--- src/acss_defines.svh ---
// Purpose: Constants for the channel sequencer and selection block
// Assumes: Configuration word is 16 bits wide, MSB first on the wire
// Notes:   Offsets are bit positions within the configuration word
`ifndef ACSS_DEFINES_SVH
`define ACSS_DEFINES_SVH

// ----------------------------------------------------------------
// Configuration word fields
// ----------------------------------------------------------------
`define ACSS_CFG_W 16
`define ACSS_INP_HI 14
`define ACSS_INP_LO 12
`define ACSS_COM_BIT 11
`define ACSS_MUX_BIT 10
`define ACSS_SEQ_HI 5
`define ACSS_SEQ_LO 4
`define ACSS_TEMPD_BIT 3
`define ACSS_CMS_BIT 1
`define ACSS_PHASE_BIT 0

// ----------------------------------------------------------------
// Reset values of the configuration word
// ----------------------------------------------------------------
// Route 1, temperature off, normal speed, phase 1, sequencer off
`define ACSS_CFG_RST 16'h7c0b

// ----------------------------------------------------------------
// Result and timing
// ----------------------------------------------------------------
`define ACSS_RES_W 16
`define ACSS_TEMP_GAP_NS 5000
`define ACSS_CLK_NS 4
`define ACSS_TEMP_GAP_CYC ((`ACSS_TEMP_GAP_NS + `ACSS_CLK_NS - 1) / `ACSS_CLK_NS)

`endif

--- src/acss_pkg.sv ---
// Purpose: Types for the channel sequencer and selection block
// Assumes: Used together with acss_defines.svh
// Notes:   Types only, constants live in the header
package acss_pkg;

    // Sequencer field codes
    typedef enum logic [1:0] {
        ACSS_SEQ_OFF = 2'h0,
        ACSS_SEQ_UPD = 2'h1,
        ACSS_SEQ_ADV = 2'h2,
        ACSS_SEQ_BAS = 2'h3
    } acss_seq_t;

    // Kind of measurement chosen for a conversion
    typedef enum logic [2:0] {
        ACSS_SRC_IN = 3'h1,
        ACSS_SRC_AUX = 3'h2,
        ACSS_SRC_TEMP = 3'h4
    } acss_src_t;

    // Serial port state, one-hot
    typedef enum logic [2:0] {
        ACSS_SP_IDLE = 3'h1,
        ACSS_SP_SHIFT = 3'h2,
        ACSS_SP_DONE = 3'h4
    } acss_sp_t;

endpackage

--- src/acss_channel_sequencer.sv ---
// Purpose: Channel selection and sequencing for an 8-input converter
// Assumes: Host link pins arrive asynchronously to mclk_i
// Notes:   Advanced gain sequencing treated as basic scan order
`include "acss_defines.svh"

module acss_channel_sequencer
    import acss_pkg::*;
#(
    parameter int NUM_IN = 8,
    parameter int RES_W = `ACSS_RES_W
) (
    // Clock, reset, enable
    input wire logic mclk_i,
    input wire logic reset_n_i,
    input wire logic clk_en_i,
    // Host serial link (asynchronous)
    input wire logic cs_n_i,
    input wire logic sck_i,
    input wire logic din_i,
    input wire logic power_down_input_i,
    // Conversion engine
    input wire logic conv_done_i,
    input wire logic [RES_W-1:0] conv_result_i,
    // Serial data out
    output logic sdo_o,
    // Selection to analog front end
    output logic [2:0] pos_input_o,
    output logic [2:0] neg_input_o,
    output logic common_ref_o,
    output logic [2:0] source_o,
    output logic conversion_speed_select_o,
    output logic result_corrupt_o,
    output logic temp_active_o
);

    // Refused at elaboration: the scan logic is built for eight inputs
    if (NUM_IN != 8 || RES_W != `ACSS_CFG_W) begin
        $error("acss_channel_sequencer: unsupported parameters");
    end

    // ----------------------------------------------------------------
    // State
    // ----------------------------------------------------------------
    typedef struct packed {
        logic [2:0] cs_s;
        logic [2:0] sck_s;
        logic [2:0] din_s;
        logic [1:0] pd_s;
        logic [`ACSS_CFG_W-1:0] cfg;
        logic [RES_W-1:0] result;
        logic was_on;
        logic seq_on;
        logic [2:0] idx;
        acss_src_t step;
        logic [2:0] pos;
        logic [2:0] neg;
        logic common_reference_select;
        acss_src_t src;
        logic corrupt;
        logic temp;
    } acss_state_t;

    acss_state_t s_q;
    acss_state_t s_d;

    logic word_ok;
    logic [`ACSS_CFG_W-1:0] word;

    // Even channel of a pair: its upper two bits with bit 0 cleared
    function automatic logic [2:0] acss_even(input logic [2:0] ch);
        return {ch[2:1], 1'b0};
    endfunction

    // Next source after the inputs in a loop
    function automatic acss_src_t acss_after_in(input logic tempd,
                                                input logic route);
        if (!tempd) begin
            return ACSS_SRC_TEMP;
        end
        if (!route) begin
            return ACSS_SRC_AUX;
        end
        return ACSS_SRC_IN;
    endfunction

    // Sync outputs, taken after the second flops
    logic cs_n;
    logic sck_rise;
    logic sck_fall;
    assign cs_n = s_q.cs_s[1];
    assign sck_rise = s_q.sck_s[1] && !s_q.sck_s[2];
    assign sck_fall = !s_q.sck_s[1] && s_q.sck_s[2];

    acss_serial_port #(
        .WORD_W(RES_W)
    ) u_port (
        .mclk_i(mclk_i),
        .reset_n_i(reset_n_i),
        .clk_en_i(clk_en_i),
        .cs_n_i(cs_n),
        .sck_rise_i(sck_rise),
        .sck_fall_i(sck_fall),
        .din_i(s_q.din_s[1]),
        .load_i(s_q.cs_s[2]), // Select was high a cycle ago: a fall
        .phase_i(s_q.cfg[`ACSS_PHASE_BIT]),
        .result_i(s_q.result),
        .sdo_o(sdo_o),
        .word_ok_o(word_ok),
        .word_o(word)
    );

    // ----------------------------------------------------------------
    // Next state
    // ----------------------------------------------------------------
    always_comb begin
        logic [2:0] last;
        logic common_reference_select;
        logic route;
        logic tempd;
        logic [1:0] seq;
        last = s_q.cfg[`ACSS_INP_HI:`ACSS_INP_LO];
        common_reference_select = s_q.cfg[`ACSS_COM_BIT];
        route = s_q.cfg[`ACSS_MUX_BIT];
        tempd = s_q.cfg[`ACSS_TEMPD_BIT];
        seq = s_q.cfg[`ACSS_SEQ_HI:`ACSS_SEQ_LO];
        s_d = s_q;
        // Two-flop synchronisers, third stage for edge find
        s_d.cs_s = {s_q.cs_s[1:0], cs_n_i};
        s_d.sck_s = {s_q.sck_s[1:0], sck_i};
        s_d.din_s = {s_q.din_s[1:0], din_i};
        s_d.pd_s = {s_q.pd_s[0], power_down_input_i};
        s_d.seq_on = (seq != 2'(ACSS_SEQ_OFF));
        // Remember a running scan until the next result is taken
        s_d.was_on = s_q.was_on || s_q.seq_on;

        // Current measurement from configuration and position
        if (!s_q.seq_on) begin
            s_d.idx = 3'h0;
            s_d.step = ACSS_SRC_IN;
            s_d.common_reference_select = common_reference_select;
            s_d.pos = last;
            s_d.neg = common_reference_select ? last : {last[2:1], ~last[0]};
            if (route) begin
                s_d.src = ACSS_SRC_IN;
            end else if (tempd) begin
                s_d.src = ACSS_SRC_AUX;
            end else begin
                s_d.src = ACSS_SRC_TEMP;
            end
        end else begin
            s_d.common_reference_select = common_reference_select;
            s_d.src = s_q.step;
            s_d.pos = common_reference_select ? s_q.idx : acss_even(s_q.idx);
            s_d.neg = common_reference_select ? s_q.idx : {s_q.idx[2:1], 1'b1};
        end

        // Conversion finished: capture and step the sequencer
        if (conv_done_i) begin
            // temperature code passes as straight binary
            s_d.result = conv_result_i;
            // First result after the scan stops is unusable
            s_d.corrupt = s_q.was_on && !s_q.seq_on;
            s_d.was_on = s_q.seq_on;
            if (s_q.seq_on) begin
                case (s_q.step)
                    ACSS_SRC_IN: begin
                        // stop at field or its pair
                        if ((common_reference_select && s_q.idx == last) ||
                            (!common_reference_select && s_q.idx[2:1] == last[2:1])) begin
                            s_d.step = acss_after_in(tempd, route);
                            s_d.idx = 3'h0;
                        end else begin
                            s_d.idx = common_reference_select ? s_q.idx + 3'h1
                                          : s_q.idx + 3'h2;
                        end
                    end
                    ACSS_SRC_TEMP: begin
                        s_d.step = route ? ACSS_SRC_IN : ACSS_SRC_AUX;
                    end
                    ACSS_SRC_AUX: s_d.step = ACSS_SRC_IN;
                    default: s_d.step = ACSS_SRC_IN;
                endcase
            end
        end

        // New configuration word; held low MSB keeps the old one
        if (word_ok && word[`ACSS_CFG_W-1]) begin
            s_d.cfg = word;
        end

        // Power-down ends any sequence, as reset does
        if (s_q.pd_s[1]) begin
            s_d.cfg[`ACSS_SEQ_HI:`ACSS_SEQ_LO] = 2'(ACSS_SEQ_OFF);
            s_d.seq_on = 1'b0;
            s_d.idx = 3'h0;
            s_d.step = ACSS_SRC_IN;
        end
        // Flag follows the source, kept in a flop for the pin
        s_d.temp = (s_d.src == ACSS_SRC_TEMP);
    end

    // ----------------------------------------------------------------
    // Registers
    // ----------------------------------------------------------------
    always_ff @(posedge mclk_i or negedge reset_n_i) begin
        if (!reset_n_i) begin
            s_q <= '{cs_s: 3'h7, sck_s: 3'h0, din_s: 3'h0, pd_s: 2'h0,
                     cfg: `ACSS_CFG_RST, step: ACSS_SRC_IN,
                     src: ACSS_SRC_IN, pos: 3'h7, neg: 3'h7, common_reference_select: 1'b1,
                     default: '0};
        end else if (clk_en_i) begin
            s_q <= s_d;
        end
    end

    // Outputs straight from the state register
    assign pos_input_o = s_q.pos;
    assign neg_input_o = s_q.neg;
    assign common_ref_o = s_q.common_reference_select;
    assign source_o = s_q.src;
    assign conversion_speed_select_o = s_q.cfg[`ACSS_CMS_BIT];
    assign result_corrupt_o = s_q.corrupt;
    // Host must leave 5 us between conversions while high
    assign temp_active_o = s_q.temp;

endmodule

--- src/acss_serial_port.sv ---
// Purpose: Serial shifter for configuration in and result out
// Assumes: Pin levels already synchronised; link edges as pulses
// Notes:   Captures the first word bits of each frame only
`include "acss_defines.svh"

module acss_serial_port
    import acss_pkg::*;
#(
    parameter int WORD_W = 16
) (
    // Clock and reset
    input wire logic mclk_i,
    input wire logic reset_n_i,
    input wire logic clk_en_i,
    // Synchronised link
    input wire logic cs_n_i,
    input wire logic sck_rise_i,
    input wire logic sck_fall_i,
    input wire logic din_i,
    // Frame control
    input wire logic load_i,
    input wire logic phase_i,
    input wire logic [WORD_W-1:0] result_i,
    // Outputs
    output logic sdo_o,
    output logic word_ok_o,
    output logic [WORD_W-1:0] word_o
);

    // Refused at elaboration: the bit counter is six bits wide
    if (WORD_W < 2 || WORD_W > 32) begin
        $error("acss_serial_port: WORD_W out of range");
    end

    typedef struct packed {
        acss_sp_t st;
        logic [WORD_W-1:0] sh_out;
        logic [WORD_W-1:0] sh_in;
        logic [5:0] cnt;
        logic first;
        logic sdo;
        logic ok;
        logic [WORD_W-1:0] word;
    } acss_sp_state_t;

    acss_sp_state_t s_q;
    acss_sp_state_t s_d;

    // --------------------------------------------------------
    // Shift logic
    // --------------------------------------------------------
    always_comb begin
        s_d = s_q;
        s_d.ok = 1'b0;
        case (s_q.st)
            ACSS_SP_IDLE: begin
                if (!cs_n_i && load_i) begin
                    // MSB appears as soon as select falls
                    s_d.sh_out = result_i;
                    s_d.sdo = result_i[WORD_W-1];
                    s_d.first = 1'b1;
                    s_d.cnt = 6'h0;
                    s_d.st = ACSS_SP_SHIFT;
                end
            end
            ACSS_SP_SHIFT: begin
                if (cs_n_i) begin
                    s_d.st = ACSS_SP_IDLE;
                end else begin
                    if (sck_rise_i && s_q.cnt < 6'(WORD_W)) begin
                        s_d.sh_in = {s_q.sh_in[WORD_W-2:0], din_i};
                        s_d.cnt = s_q.cnt + 6'h1;
                        if (s_q.cnt == 6'(WORD_W - 1)) begin
                            s_d.ok = 1'b1;
                            s_d.word = {s_q.sh_in[WORD_W-2:0], din_i};
                        end
                    end
                    if (sck_fall_i) begin
                        s_d.first = 1'b0;
                        if (s_q.first && phase_i) begin
                            s_d.sdo = s_q.sh_out[WORD_W-1];
                        end else begin
                            s_d.sh_out = {s_q.sh_out[WORD_W-2:0], 1'b0};
                            s_d.sdo = s_q.sh_out[WORD_W-2];
                        end
                    end
                end
            end
            ACSS_SP_DONE: s_d.st = ACSS_SP_IDLE;
            default: s_d.st = ACSS_SP_IDLE;
        endcase
    end

    // State register
    always_ff @(posedge mclk_i or negedge reset_n_i) begin
        if (!reset_n_i) begin
            s_q <= '{st: ACSS_SP_IDLE, default: '0};
        end else if (clk_en_i) begin
            s_q <= s_d;
        end
    end

    assign sdo_o = s_q.sdo;
    assign word_ok_o = s_q.ok;
    assign word_o = s_q.word;

endmodule

--- config.mk ---
export PLATFORM = sky130hd
export DESIGN_NAME = acss_channel_sequencer
export DESIGN_NICKNAME = d
export VERILOG_FILES = /design/src/acss_pkg.sv /design/src/acss_channel_sequencer.sv /design/src/acss_serial_port.sv
export VERILOG_INCLUDE_DIRS = /design/src
export SDC_FILE = /design/constraint.sdc
export NUM_CORES = 1
export LEC_CHECK = 0
export BUFFER_PORTS_ARGS = -buffer_cell sky130_fd_sc_hd__buf_2
export CORE_MARGIN = 8
export CORE_UTILIZATION = 47
export DETAILED_ROUTE_END_ITERATION = 12
export PLACE_DENSITY = 0.73
export RECOVER_POWER = 25
export SYNTH_ARGS = -nofsm -noshare
export SYNTH_HDL_FRONTEND = slang
export SYNTH_SLANG_ARGS = --single-unit
--- constraint.sdc ---
create_clock -name mclk_i -period 2 [get_ports mclk_i]
set_clock_uncertainty 0.15 [all_clocks]
set_input_delay 0.1 -clock mclk_i [delete_from_list [all_inputs] [get_ports mclk_i]]
set_output_delay 0.1 -clock mclk_i [all_outputs]
set_load 0.005 [all_outputs]
======== After elaboration in Yosys (flattened, before gate mapping) ========
Cells that the tools add are included.
word-level totals
  register bits after elaboration ......... 121
  bits of input ports ..................... 24
  output and inout bits ................... 14
  word-level logic and storage cells ...... 122
cells by class
  add/subtract/negate cells ............... 3
  magnitude comparators ................... 1
  equality and inequality tests ........... 14
  multiplexer cells ....................... 49
  bitwise gates (word level) .............. 2
  reduce and logical (&&, ||, !) cells .... 28
operator list
  kind                                                                   count
  57-bit two-way mux                                                     1
  17-bit two-way mux                                                     3
  3-bit two-way mux                                                      11
  16-bit two-way mux                                                     2
  16-bit one-hot mux with 2 select lines                                 1
  6-bit two-way mux                                                      4
  22-bit two-way mux                                                     1
  19-bit two-way mux                                                     1
  1-bit two-way mux                                                      16
  8-bit one-hot mux with 2 select lines                                  1
  5-bit AND reduction                                                    3
  3-bit one-hot mux with 2 select lines                                  2
  10-bit two-way mux                                                     1
  1-bit logical AND                                                      9
  8-bit two-way mux                                                      1
  2-bit inequality test, second input constant                           4
  7-bit two-way mux                                                      1
  6-bit by 1-bit adder with 6-bit output, second input constant          1
  3-bit by 1-bit equality test with 1-bit output, second input constant  2
  3-bit equality test, second input constant                             2
  6-bit by 4-bit equality test with 1-bit output, second input constant  1
  6-bit by 5-bit < comparator with 1-bit output, second input constant   1
  2-bit two-way mux                                                      3
  2-bit AND reduction                                                    3
  13 further kinds                                                       22

======== Logic depth before layout (Yosys ltp) ========
  word-level depth ........................ 19
  mapped depth ............................ 6
  depth with buffers taken out ............ 5

======== Cells and area by module ========
Synthesis repeated with hierarchy kept, for this count alone.
unflattened totals
  cell total of the unflattened synthesis .. 432
  area, all modules ....................... 5,280.1 sq um
modules (own cells, without submodules)
  module                  times used  cells an instance  area an instance (sq um)  seq. area each (sq um)
  acss_serial_port        1           224                2,801.4                   1,452.6
  acss_channel_sequencer  1           208                2,478.6                   1,373.8

======== Least setup slack after synthesis ========
Ideal clock, no wire load.
  path type ............................... register -> register
  start ................................... register u_port.s_q[23] (netlist name)
  end ..................................... register u_port.s_q, in the netlist u_port.word_o[10]
  library setup time ...................... 127 ps
  arrival time ............................ 1,634 ps
  data required time ...................... 1,723 ps
  slack ................................... 88 ps
  stages on the path, launching flop included .. 6
  buffers on the path ..................... 1
  clock period less this slack ............ 1,912 ps
  cells stage by stage .................... dfrtp_1 -> nor4b_2 -> nand2_2 -> nor3_4 -> buf_6 -> mux2_1
on the way
  longest elaborated chain between the ends .. 3
  elaborated cells between the ends (all ways) .. 4
  those cells by class .................... order compare: 1; eq/ne: 1; reduce/logical: 2
RTL lines
  element                                        line                    RTL
  from (decl)                                    acss_serial_port.sv:46  acss_sp_state_t s_q;
  from (signal assigned)                         acss_serial_port.sv:97  s_q <= '{st: ACSS_SP_IDLE, default: '0};
  from (signal assigned)                         acss_serial_port.sv:99  s_q <= s_d;
  6-bit by 5-bit < comparator with 1-bit output  acss_serial_port.sv:70  if (sck_rise_i && s_q.cnt < 6'(WORD_W)) begin
  1-bit logical AND                              acss_serial_port.sv:70
  5-bit AND reduction (no source line) (*)       --
Every way passes the cells marked *; elsewhere a longest branch is shown, timed or not.
A chain may end at the register's enable or synchronous reset.

======== Final worst setup path ========
  start ................................... register s_q[12] (netlist name)
  end ..................................... register s_q[15] (netlist name)
on the way
  longest elaborated chain between the ends .. 5
RTL lines
  element                                         line                           RTL
  from (decl)                                     acss_channel_sequencer.sv:63   acss_state_t s_q;
  from (signal assigned)                          acss_channel_sequencer.sv:207  s_q <= '{cs_s: 3'h7, sck_s: 3'h0, din_s: 3'h0, pd_s: 2'h0,
  3-bit by 1-bit equality test with 1-bit output  acss_channel_sequencer.sv:165  case (s_q.step)
  3-bit two-way mux                               acss_channel_sequencer.sv:165
  6-bit two-way mux                               acss_channel_sequencer.sv:164  if (s_q.seq_on) begin
  6-bit two-way mux                               acss_channel_sequencer.sv:158  if (conv_done_i) begin
  7-bit two-way mux                               acss_channel_sequencer.sv:192  if (s_q.pd_s[1]) begin
Every way passes these cells.

==> impl_results.md <==
* DR iter-0 viols at 180
* Gpl congestion at between 0.8 and 0.9
* Worst slew pin tran at around 1300 ps
* Final hold vios at 0
* Worst min-delay path class: register to register
* CTS Sinks at 107
* DR vias/cell at 5.22
* Ports at 38
* Leakage Power at 2.58 nW
* DR WL/cell at 14.9 microns
* Die ar. at 13800 sq um
* Finished Cell Area at 5560 sq um
* Core area at approximately 10000 sq um
* Synth cell types at 50
* Vias in the first global route at about 3100
* Most frequent cells in the layout: dfrtp_1 (88), mux2_2 (57), buf_2 (36)
* Largest net degree at the start of global routing at 108
* Die height at 117 microns
* Overall Global Routing Usage at 0.140
* First-pass GRT wire length at 15100 microns
* P per Cell Area at 835 nW/um^2
* RSZ-0062 raised after global routing: no
* PnR worst setup slack at 94.3 ps
* CP startpoint kind: register
* Commonest non-fill, non-tap cell in the layout: dfrtp_1
* Setup_tns at 0 ps
* Cells after synthesis at 399
* Worst ir drop on vdd at around 0.50 mV
* CTS Buf Count at 9
* Critical path class: register to register
* Layout Utilization at 0.549
* Starting Density at 0.476
* Yosys reg bits at roughly 110
* Total global routing overflow at 0
* H-Tree Depth at 3
* Worst EP arrival at 2050 ps
* Post-DP HPWL at 5770 microns
* Mean Syn Cell Area at 12.1 sq um
* Synth top area cells: dfrtp_1 (46%), mux2_2 (13%), dfstp_2 (10%)
* Power, Total at 4.65 mW
* RR Startpoint: s_q[12]$_DFFE_PN1P_
* Fillers at 843
* Diodes inserted at 0
* # rows at 37
* Synth Net Count at 425
* Post-Place Worst Slack at 91.5 ps
* CP required at 2150 ps
* CP Max Fanout at 7
* Non-Filler Instances at between 500 and 600
* Status: completed
* Top cell type's share of synthesized area at 0.457
* Placed cells at 558
* Post-DRT Antenna Nets at 0
* Synthesized area at 4820 sq um
* Setup Viol. Count Final at 0
* Area Growth Syn to Fin at 15.4%
* Hold WS at ~340 ps
* Yosys Warn Count at 0
* Fin crit period at 1910 ps
* CP startpoint: s_q[12]$_DFFE_PN1P_
* TritonCTS clock tree: yes
* Fmax at 525 MHz
* Final Max Slew Viols at 0
* Crit. End Element: register
* Initial antenna violation count at 0
* Reg clk slew, reported paths at 100 ps
* Hold Crit Start: pos_input_o[0]$_DFFE_PN1P_
* Dpl cell area at 5160 sq um
* Slew HR at 0.131
* Part of the cycle the worst path needs at 0.953
* Clk_lat worst skew at 360 ps
* Final WL at 8910 microns
* Register area share after synthesis at 0.560
* Detailed Routing Iterations Pass 1 at 4
* Layout Nets at 483
* Count of input and output buffers at 37
* Maximum clock path buffer count at 2
* Largest area contributor in the netlist: dfrtp_1
* DRC viols at 0
* Max cap viols at 0
* Share of cells above drive strength 1 at 0.329
* Clock root cell: clkbuf_8
* Via count at 3123
* Die W at 117 microns
## cells in the mapped netlist, drive strengths merged
cell / n
o2bb2ai: 2
a21o: 3
or3b: 1
ha: 2
nor3b: 4
a32o: 2
dfrtp: 88
dfstp: 19
a21oi: 30
a22oi: 2
nor3: 19
nor2: 19
a22o: 2
buf: 19
nor4b: 1
o21ai: 15
xor2: 5
mux2i: 18
clkbuf: 8
nor4: 1
o31ai: 1
a211oi: 1
o22ai: 1
and2: 2
nor2b: 6
a31oi: 3
nand3: 7
inv: 17
a2bb2oi: 1
nand2b: 4
nor4bb: 1
or2: 1
o21a: 1
mux2: 65
o21bai: 1
o221ai: 1
or4: 1
a211o: 3
nand2: 22
## per-layer routing
layer | track usage | part of all wire | vias up
met1 | 0.177 | 0.45 | 1551
met3 | 0.0364 | 0.044 | 11
met2 | 0.225 | 0.49 | 54
li1 | - | - | 1507
met5 | 0 | 0 | -
met4 | 0.0503 | 0.016 | 0
## final timing paths
| kind | endpoint | slack, ps | cells after the start |
|---|---|---|---|
| min | pos_input_o[0]$_DFFE_PN1P_ | 340 | 2 |
| max | s_q[15]$_DFFE_PN0P_ | 90 | 3 |
| max in group asynchronous | s_q[20]$_DFFE_PN0P_ | 370 | 3 |
| max reg2reg | s_q[15]$_DFFE_PN0P_ | 90 | 3 |
| min reg2reg | pos_input_o[0]$_DFFE_PN1P_ | 340 | 2 |
| min in group asynchronous | u_port.s_q[33]$_DFFE_PN0P_ | 520 | 3 |
## cell families after synthesis
logic type      Yosys count  synth area share
flops                   107             0.560
simple gates             89            0.0991
mux                      83             0.189
compound gates           69            0.0895
buf+inv                  44            0.0475
xor+xnor                  5           0.00908
fa+ha+maj                 2           0.00519
## final cells by class
| type | instances | area [sq um] | area share |
|---|---|---|---|
| Clock buffer | 10 | 128 | 0.0229 |
| Multi-Input combinational cell | 248 | 1900 | 0.341 |
| Tap cell | 136 | 170 | 0.0306 |
| Clock inverter | 6 | 42.5 | 0.00765 |
| Sequential cell | 107 | 2700 | 0.486 |
| Timing Repair Buffer | 74 | 561 | 0.101 |
| Inverter | 17 | 63.8 | 0.0115 |
## what timing repair did
item,CTS,global route
setup buffers,0,1
endpoints found under the setup margin,0,21
resized for setup,0,1
hold buffers,23,0
endpoints found under the hold margin,111,0
## flip-flops by register name, summed over array words and instances (netlist names)
signal,flops
common_ref_o,1
conversion_speed_select_o,1
cs_n,1
neg_input_o,1
pos_input_o,3
result_corrupt_o,1
s_d,6
s_q,36
source_o,3
temp_active_o,1
u_port.s_q,40
u_port.sdo_o,1
u_port.word_o,11
u_port.word_ok_o,1
## worst max-delay path, stage by stage, from the launching register on
cell	delay (ps)
dfstp_2	580
or3b_1	460
or4_1	500
o21ai_1	150
## power by group
group	internal, mW	leakage [nW]	switching (mW)
registers	2.46	1.32	0.152
logic	0.427	1.18	0.435
clock network	0.454	0.0822	0.718
No activity file was read; power rests on OpenSTA's default activity.
